$ cat src/hdl/scpg_map.vh
`ifndef SCPG_MAP_VH
`define SCPG_MAP_VH

// Register indices on the plain register port
`define SCPG_ADDR_SYSCLK_CTRL   2'h0
`define SCPG_ADDR_MULT_CTRL     2'h1
`define SCPG_ADDR_STATUS        2'h2

// System clock control field positions
`define SCPG_BIT_PIN_DISABLE    7
`define SCPG_BIT_RESERVED6      6
`define SCPG_BIT_SWITCH_MODE    3
`define SCPG_DIV_MSB            2
`define SCPG_DIV_LSB            0

// Multiplier control field positions
`define SCPG_MULT_MSB           1
`define SCPG_MULT_LSB           0

// Reset values
`define SCPG_RST_SYSCLK_CTRL    8'h00
`define SCPG_RST_MULT_CTRL      8'h00
`define SCPG_RST_MULT           2'h0
`define SCPG_RST_DIV            3'h0

// Multiplier codes
`define SCPG_MULT_X1            2'h0
`define SCPG_MULT_X2            2'h1
`define SCPG_MULT_X4            2'h2
`define SCPG_MULT_BAD           2'h3

// Divide codes at or above this value are prohibited
`define SCPG_DIV_FIRST_BAD      3'h6

// Power mode codes on the mode pins
`define SCPG_MODE_NORMAL        3'h0
`define SCPG_MODE_SLEEP         3'h1
`define SCPG_MODE_ALL_STOP      3'h2
`define SCPG_MODE_SW_STANDBY    3'h3
`define SCPG_MODE_HW_STANDBY    3'h4

// Clock states
`define SCPG_ST_RUN             2'h0
`define SCPG_ST_STOP            2'h1
`define SCPG_ST_WAIT            2'h2

// Standby exit wait: cycles per step of the wait select code
`define SCPG_WAIT_UNIT_CYCLES   256

`endif

$ cat src/hdl/scpg_divider.v
`timescale 1ns/1ps
module scpg_divider (
  input  wire       clk_in,
  input  wire       rst_in,
  input  wire       run_in,
  input  wire       tick_in,
  input  wire [2:0] ratio_in,
  output reg        phi_out,
  output wire       period_end_out
);
  reg  [4:0] count;     // Multiplier ticks since last toggle
  reg  [4:0] term;      // Terminal count for the ratio in use
  wire       wrap;      // Last tick of a half period

  // Terminal count per divide code; prohibited codes never reach here
  always @* begin
    case (ratio_in)
      3'h0:    term = 5'h00;
      3'h1:    term = 5'h01;
      3'h2:    term = 5'h03;
      3'h3:    term = 5'h07;
      3'h4:    term = 5'h0f;
      3'h5:    term = 5'h1f;
      default: term = 5'h00;
    endcase
  end

  assign wrap = tick_in && (count == term);
  // A full period ends as phi goes back low; ratio swaps are safe here
  assign period_end_out = wrap && phi_out;

  // Counter and output toggle, parked low while stopped
  always @(posedge clk_in) begin
    if (rst_in || !run_in) begin
      count   <= 5'h00;
      phi_out <= 1'b0;
    end else if (wrap) begin
      count   <= 5'h00;
      phi_out <= ~phi_out;
    end else if (tick_in) begin
      count   <= count + 5'h01;
    end
  end
endmodule

$ cat src/hdl/scpg_top.v
// How it works
// - Oscillator, multiplier, divider in series
// - Normal and sleep: pin shows clock or high
// - All module stop: pin shows clock or high
// - Software standby high, hardware standby floats
// - Bit 6 stored, software writes zero
// - Bits 5 and 4 read zero
// - Deferred mode waits for software standby
// - Immediate mode applies multiplier at the next full period end
// - Divide by 2 to 64, 11X prohibited
// - Multiplier x1, x2, x4; code 11 prohibited
// - Load in standby, wait before resuming
// - Multiplier is one after reset
//
// Chosen here: the plain strobed port and the register addresses.
`timescale 1ns/1ps
`include "scpg_map.vh"
module scpg_top #(
  parameter WAIT_UNIT = `SCPG_WAIT_UNIT_CYCLES
) (
  input  wire       CLK_IN,
  input  wire       RST_IN,
  input  wire [1:0] ADDR_IN,
  input  wire [7:0] WDATA_IN,
  input  wire       WR_IN,
  input  wire       RD_IN,
  output reg  [7:0] RDATA_OUT,
  input  wire [2:0] MODE_IN,
  input  wire [3:0] WAIT_SEL_IN,
  output wire       SYSCLK_OUT,
  output reg        CLK_PIN_OUT,
  output reg        CLK_PIN_OE_OUT,
  output reg        CLK_STABLE_OUT
);
  // Clock states
  localparam [1:0] st_run  = 2'h0;     // Chain running
  localparam [1:0] st_stop = 2'h1;     // Chain stopped in standby
  localparam [1:0] st_wait = 2'h2;     // Settling wait after standby

  // Register contents
  reg        clock_pin_output_disable; // Pin gating bit
  reg        reserved6;                // Plain storage bit
  reg        multiplier_switch_mode;   // 1 means apply at the next full period end
  reg  [2:0] divide_select;            // Last valid divide code
  reg  [1:0] multiplier_select;        // Last valid multiplier code

  // Settings in effect
  reg  [1:0] active_mult;              // Multiplier the chain runs on
  reg  [2:0] active_div;               // Divide code the chain runs on

  // Mode pins synchroniser
  reg  [2:0] mode_meta;                // First stage, read by stage two only
  reg  [2:0] mode_sync;                // Safe copy of the mode pins

  // Clock state machine
  reg  [1:0] state;
  reg  [1:0] next_state;
  reg [15:0] wait_count;               // Cycles left before restart
  reg [15:0] wait_total;               // Wait length for this exit

  // Chain internals
  reg  [1:0] osc_phase;                // Oscillator phase in fast cycles
  reg        mult_tick;                // One pulse per multiplied edge
  wire       run;
  wire       period_end;
  wire       in_standby;
  wire       div_ok;
  wire       mult_ok;

  assign run        = (state == st_run);
  assign in_standby = (mode_sync == `SCPG_MODE_SW_STANDBY) ||
                      (mode_sync == `SCPG_MODE_HW_STANDBY);
  assign div_ok     = (WDATA_IN[`SCPG_DIV_MSB:`SCPG_DIV_LSB] <
                       `SCPG_DIV_FIRST_BAD);
  assign mult_ok    = (WDATA_IN[`SCPG_MULT_MSB:`SCPG_MULT_LSB] !=
                       `SCPG_MULT_BAD);

  // Mode pins come from outside the clock domain
  always @(posedge CLK_IN) begin
    if (RST_IN) begin
      mode_meta <= `SCPG_MODE_NORMAL;
      mode_sync <= `SCPG_MODE_NORMAL;
    end else begin
      mode_meta <= MODE_IN;
      mode_sync <= mode_meta;
    end
  end

  // Register writes
  always @(posedge CLK_IN) begin
    if (RST_IN) begin
      clock_pin_output_disable <= 1'b0;
      reserved6                <= 1'b0;
      multiplier_switch_mode   <= 1'b0;
      divide_select            <= `SCPG_RST_DIV;
      multiplier_select        <= `SCPG_RST_MULT;
    end else if (WR_IN) begin
      if (ADDR_IN == `SCPG_ADDR_SYSCLK_CTRL) begin
        clock_pin_output_disable <= WDATA_IN[`SCPG_BIT_PIN_DISABLE];
        reserved6 <= WDATA_IN[`SCPG_BIT_RESERVED6];
        multiplier_switch_mode <= WDATA_IN[`SCPG_BIT_SWITCH_MODE];
        // Prohibited codes are dropped, not stored
        if (div_ok) begin
          divide_select <= WDATA_IN[`SCPG_DIV_MSB:`SCPG_DIV_LSB];
        end
      end else if (ADDR_IN == `SCPG_ADDR_MULT_CTRL) begin
        // Code 11 would leave the multiplier undefined
        if (mult_ok) begin
          multiplier_select <=
            WDATA_IN[`SCPG_MULT_MSB:`SCPG_MULT_LSB];
        end
      end
    end
  end

  // Register reads, data valid in the next cycle
  always @(posedge CLK_IN) begin
    if (RST_IN) begin
      RDATA_OUT <= 8'h00;
    end else if (RD_IN) begin
      case (ADDR_IN)
        `SCPG_ADDR_SYSCLK_CTRL: begin
          // Bits 5 and 4 are hard zero
          RDATA_OUT <= {clock_pin_output_disable, reserved6, 2'b00,
                        multiplier_switch_mode, divide_select};
        end
        `SCPG_ADDR_MULT_CTRL: begin
          RDATA_OUT <= {6'h00, multiplier_select};
        end
        `SCPG_ADDR_STATUS: begin
          RDATA_OUT <= {1'b0, state, active_mult, active_div};
        end
        default: begin
          RDATA_OUT <= 8'h00;
        end
      endcase
    end else begin
      RDATA_OUT <= 8'h00;
    end
  end

  // Oscillator phase; one oscillator period is four fast cycles
  always @(posedge CLK_IN) begin
    if (RST_IN) begin
      osc_phase <= 2'h0;
    end else begin
      osc_phase <= osc_phase + 2'h1;
    end
  end

  // Multiplier stage: pulse rate is oscillator rate times factor
  always @* begin
    case (active_mult)
      `SCPG_MULT_X1: mult_tick = (osc_phase == 2'h3);
      `SCPG_MULT_X2: mult_tick = osc_phase[0];
      `SCPG_MULT_X4: mult_tick = 1'b1;
      default:       mult_tick = (osc_phase == 2'h3);
    endcase
  end

  // Settings in effect
  always @(posedge CLK_IN) begin
    if (RST_IN) begin
      active_mult <= `SCPG_RST_MULT;
      active_div  <= `SCPG_RST_DIV;
    end else if (state == st_stop) begin
      // Chain is stopped, so any change is glitch free
      active_div <= divide_select;
      if (mode_sync == `SCPG_MODE_SW_STANDBY) begin
        active_mult <= multiplier_select;
      end
    end else if (run && period_end) begin
      // Swap only as a full period closes
      active_div <= divide_select;
      if (multiplier_switch_mode) begin
        active_mult <= multiplier_select;
      end
    end
  end

  // Wait length from the standby wait select code
  always @* begin
    wait_total = WAIT_UNIT[15:0] * {12'h000, WAIT_SEL_IN} +
                 WAIT_UNIT[15:0];
  end

  // Next clock state
  always @* begin
    next_state = state;
    case (state)
      st_run: begin
        if (in_standby) begin
          next_state = st_stop;
        end
      end
      st_stop: begin
        if (!in_standby) begin
          next_state = st_wait;
        end
      end
      st_wait: begin
        if (in_standby) begin
          next_state = st_stop;
        end else if (wait_count == 16'h0001) begin
          next_state = st_run;
        end
      end
      default: begin
        next_state = st_run;
      end
    endcase
  end

  // State and wait counter
  always @(posedge CLK_IN) begin
    if (RST_IN) begin
      state      <= st_run;
      wait_count <= 16'h0000;
    end else begin
      state <= next_state;
      if (state == st_stop) begin
        wait_count <= wait_total;
      end else if (wait_count != 16'h0000) begin
        wait_count <= wait_count - 16'h0001;
      end
    end
  end

  // Divider stage produces the system clock
  scpg_divider u_div (
    .clk_in         (CLK_IN),
    .rst_in         (RST_IN),
    .run_in         (run),
    .tick_in        (mult_tick),
    .ratio_in       (active_div),
    .phi_out        (SYSCLK_OUT),
    .period_end_out (period_end)
  );

  // Clock pin drive per power mode
  always @(posedge CLK_IN) begin
    if (RST_IN) begin
      CLK_PIN_OUT    <= 1'b1;
      CLK_PIN_OE_OUT <= 1'b1;
      CLK_STABLE_OUT <= 1'b0;
    end else begin
      CLK_STABLE_OUT <= run;
      if (mode_sync == `SCPG_MODE_HW_STANDBY) begin
        // Pin floats; the disable bit does not matter
        CLK_PIN_OE_OUT <= 1'b0;
        CLK_PIN_OUT    <= 1'b1;
      end else if (!run) begin
        CLK_PIN_OE_OUT <= 1'b1;
        CLK_PIN_OUT    <= 1'b1;
      end else begin
        // Normal, sleep and all module stop behave alike here
        CLK_PIN_OE_OUT <= 1'b1;
        CLK_PIN_OUT    <= clock_pin_output_disable ? 1'b1 :
                          next_phi(SYSCLK_OUT);
      end
    end
  end

  // Pin follows the clock with one flop of delay
  function next_phi;
    input phi;
    begin
      next_phi = phi;
    end
  endfunction
endmodule

$ cat config.mk
export PLATFORM = sky130hd
export DESIGN_NAME = scpg_top
export DESIGN_NICKNAME = d
export VERILOG_FILES = /design/src/hdl/scpg_divider.v /design/src/hdl/scpg_top.v
export VERILOG_INCLUDE_DIRS = /design/src /design/src/hdl
export SDC_FILE = /design/constraint.sdc
export NUM_CORES = 1
export LEC_CHECK = 0
export ABC_AREA = 1
export ABC_CLOCK_PERIOD_IN_PS = 2500
export BUFFER_PORTS_ARGS = -buffer_cell sky130_fd_sc_hd__buf_2
export CORE_MARGIN = 4
export CORE_UTILIZATION = 41
export CTS_BUF_LIST = sky130_fd_sc_hd__clkbuf_8
export DETAILED_ROUTE_END_ITERATION = 12
export HOLD_SLACK_MARGIN = 0.12
export PLACE_DENSITY = 0.57
export SETUP_SLACK_MARGIN = 0.4
export SYNTH_ARGS = -nofsm -noshare
export SYNTH_HDL_FRONTEND = slang
export SYNTH_HIERARCHICAL = 1
export SYNTH_SLANG_ARGS = --single-unit
$ cat constraint.sdc
create_clock -name CLK_IN -period 2.5 [get_ports CLK_IN]
set_input_delay 0.5 -clock CLK_IN [delete_from_list [all_inputs] [get_ports CLK_IN]]
set_output_delay 0.5 -clock CLK_IN [all_outputs]
set_load 0.02 [all_outputs]
==> qor.csv <==
stage,metric,value,unit
yosys,Syn Inst Count,393,
drt,Final ANT Viol Nets,0,
power,Power Total,3.05,mW
setup_path,critical path type,reg2reg,
finish,layout cells sized above 1,16.1,%
setup_path,"reg-to-reg slack, setup",560,ps
yosys,Synth warnings,6,
setup_path,Critical R2R Launch,active_mult[1]$_SDFFE_PP0P_,
floorplan,Starting Density,42.5,%
drt,# DRC,0,
setup_path,CP Launch Type,flip-flop,
worst_hold_path,WHS Path Cells,3,
power,Max IR drop VDD,572,uV
clock_tree,CTS tree,built,
grt,number of antenna violations at the first check in global routing,0,
finish,layout overhead on the synthesized area,12.7,%
sta,RSZ-0062 raised after global routing,false,
clock_tree,clock buffer depth,2,
drt,drt pass-1 iters,4,
yosys,Avg Inst Size Synth,6.95,sq um
finish,Ant. Diodes,0,
yosys,Synth Net Count,422,
clock_tree,clock sinks,56,
grt,vias in the first global route,2259,
finish,"commonest cells after routing, fill and taps aside","nand2_1 (84), inv_1 (63), dfxtp_1 (54), nor2_1 (54), nand3_1 (35)",
setup_path,Worst R2R End,active_mult[1]$_SDFFE_PP0P_,
setup_path,critical path arrival,2190,ps
finish,Nets,457,
finish,FF/Latch Area,0.00112,sq mm
drt,met3 routed WL,166,um
finish,multi-input logic area,0.00134,sq mm
place,routability cong.,0.839,
sta,Max Slew Vio Count,0,
drt,Avg WL per Cell,11.5,um
floorplan,core footprint,0.00642,sq mm
drt,Met2 Wirelength,3.06,mm
status,status,"finished, final reports clean",
run,max cap viols,0,
clock_tree,H-tree Lvls,2,
yosys,"Seq/Total Area, Yosys",41.0,%
sta,# setup viols final,0,
clock_tree,CTS Root Cell,clkbuf_8,
yosys,Yosys cell types,30,
drt,top sig layer,met4,
yosys,post-synthesis cell area,0.00273,sq mm
clock_tree,CTS Hold Bufs,0,
floorplan,Die Y,89.6,um
floorplan,Rows,29,
floorplan,Top Ports,33,
clock_tree,CTS buffer count,5,
setup_path,FF-to-FF path depth,14,
setup_path,CP Max Fanout,4,
drt,met1 WL,2.55,mm
worst_hold_path,hold path endpoint,mode_meta[1]$_SDFF_PP0_,
worst_hold_path,Worst Min Path Start,MODE_IN[1],
grt,gr ovfl total,0,
sta,setup TNS,0,ps
drt,routed vias,2455,
power,PwrDens,991,mW/mm^2
clock_tree,Worst-path clk slew,110,ps
drt,Iteration-0 DRC Markers,112,
place,IO buf count,30,
sta,slew margin rel.,66.1,%
grt,first-pass GRT wire length,9.81,mm
sta,endpoints failing hold,0,
sta,Tightest Pin Transition,507,ps
setup_path,CP Capture Type,flip-flop,
drt,Routed WL,5.83,mm
sta,min Tclk post-route,1940,ps
floorplan,die area,0.00803,sq mm
worst_hold_path,HP Class,in2reg,
clock_tree,"Clk Latency, worst-skew pair",320,ps
place,Detail Placement HPWL,4.50,mm
grt,Tot GR Track Use,15.6,%
floorplan,Die Wd,89.6,um
yosys,Seq cells post-synth,56,
finish,Filler cells,704,
finish,"most common cell after layout, fill and taps aside",nand2_1,
grt,largest net degree at the start of global routing,20,
sta,fmax,0.516,GHz
sta,final setup skew,14.1,ps
sta,crit share post-route,77.5,%
power,leakage power,1.44,nW
drt,via/cell ratio,4.85,
setup_path,CP required,2750,ps
[kinds of logic (layout without fill, tap and decap cells)]
family | after synthesis | count (layout) | synth area share, %
flops | 56 | 56 | 41.0
simple gates | 202 | 202 | 33.7
compound gates | 51 | 51 | 9.94
fa+ha+maj | 8 | 8 | 3.66
xor+xnor | 3 | 3 | 0.962
buf+inv | 73 | 109 | 10.7
[power by group]
| group | switching (mW) | internal, mW |
|---|---|---|
| combinational | 0.910 | 0.460 |
| sequential | 0.120 | 1.04 |
| clock | 0.317 | 0.205 |
[cell type report]
| cell class | count | share of cell area (%) |
|---|---|---|
| Clock inverter | 3 | 0.813 |
| Inverter | 68 | 8.29 |
| Clock buffer | 5 | 2.23 |
| Timing Repair Buffer | 33 | 5.61 |
| Tap cell | 77 | 3.13 |
| Sequential cell | 56 | 36.5 |
| Multi-Input combinational cell | 264 | 43.4 |
[synthesized netlist by cell type]
cell type | n | area [sq um]
a211oi_1 | 1 | 7.51
dfxtp_1 | 56 | 1120
or2_2 | 2 | 12.5
xor2_1 | 2 | 17.5
ha_1 | 8 | 100
buf_6 | 2 | 22.5
nor2_4 | 3 | 33.8
a21oi_2 | 1 | 8.76
nand3_4 | 1 | 17.5
nand2_4 | 1 | 11.3
nand3_2 | 2 | 20.0
o221ai_1 | 1 | 8.76
o21ai_2 | 1 | 8.76
or2_0 | 1 | 6.26
buf_4 | 1 | 7.51
nand3_1 | 35 | 175
nor2_8 | 1 | 20.0
nor2_1 | 54 | 203
a21oi_1 | 31 | 155
nand2_1 | 84 | 315
nand4_1 | 6 | 37.5
nor3_1 | 6 | 30.0
nand2_2 | 2 | 12.5
inv_1 | 65 | 244
inv_2 | 3 | 11.3
o211ai_1 | 1 | 7.51
xnor2_1 | 1 | 8.76
nor2_2 | 4 | 25.0
o21ai_0 | 15 | 75.1
clkbuf_1 | 2 | 7.51
[timing repair]
| item | 4_1_cts | 5_1_grt |
|---|---|---|
| hold endpoints to repair | 0 | 0 |
| pin swaps | 0 | 4 |
| setup endpoints to repair | 3 | 5 |
| buffers inserted | 0 | 1 |
| resized for setup | 2 | 10 |
[sequential cells by signal, summed over array words and instances, names as in the netlist, 2 cells and up]
register / count
wait_count: 16
osc_phase: 2
u_div/count: 5
active_div: 3
mode_sync: 3
multiplier_select: 2
state: 2
divide_select: 3
mode_meta: 3
RDATA_OUT: 8
active_mult: 2
[layer usage]
| metal | vias up | global-route usage [%] |
|---|---|---|
| met4 | 0 | 4.47 |
| met3 | 7 | 3.01 |
| met5 | - | 0 |
| met1 | 1116 | 18.4 |
| met2 | 25 | 28.7 |
| li1 | 1307 | - |
[per-stage QoR]
step                cells  utilization [%]  hold slack, ps  instance area, sq um  setup slack (ps)
global placement      497             46.0             389                  2960               374
global route          506             47.9             379                  3080               408
CTS                   505             47.5             373                  3050               445
floorplan             393                -             388                  2730               507
detailed placement    497             46.0             394                  2960               315
finish                506             47.9             383                  3080               563
[worst max path at each step]
stage	cells after the start	to	from	slack (ps)
2_1_floorplan	12	active_div[0]$_SDFFE_PP0P_	active_mult[0]$_SDFFE_PP0P_	510
3_3_place_gp	12	active_div[0]$_SDFFE_PP0P_	active_mult[0]$_SDFFE_PP0P_	370
3_5_place_dp	12	active_div[1]$_SDFFE_PP0P_	active_mult[0]$_SDFFE_PP0P_	320
4_1_cts	12	active_div[0]$_SDFFE_PP0P_	active_mult[0]$_SDFFE_PP0P_	440
5_1_grt	14	active_mult[1]$_SDFFE_PP0P_	active_mult[1]$_SDFFE_PP0P_	410
6_report	14	active_mult[1]$_SDFFE_PP0P_	active_mult[1]$_SDFFE_PP0P_	560
[critical path, cell delays in order (launching register included)]
cell	delay [ps]
dfxtp_2	360
inv_1	80
ha_1	140
a21oi_1	80
o21ai_2	190
inv_2	60
a21oi_2	90
nand3_1	100
nor2_2	150
nand4_1	150
inv_2	100
nand3_1	90
o21ai_2	110
o21ai_1	80
a21oi_1	110
Power figures use the tool's default switching activity.
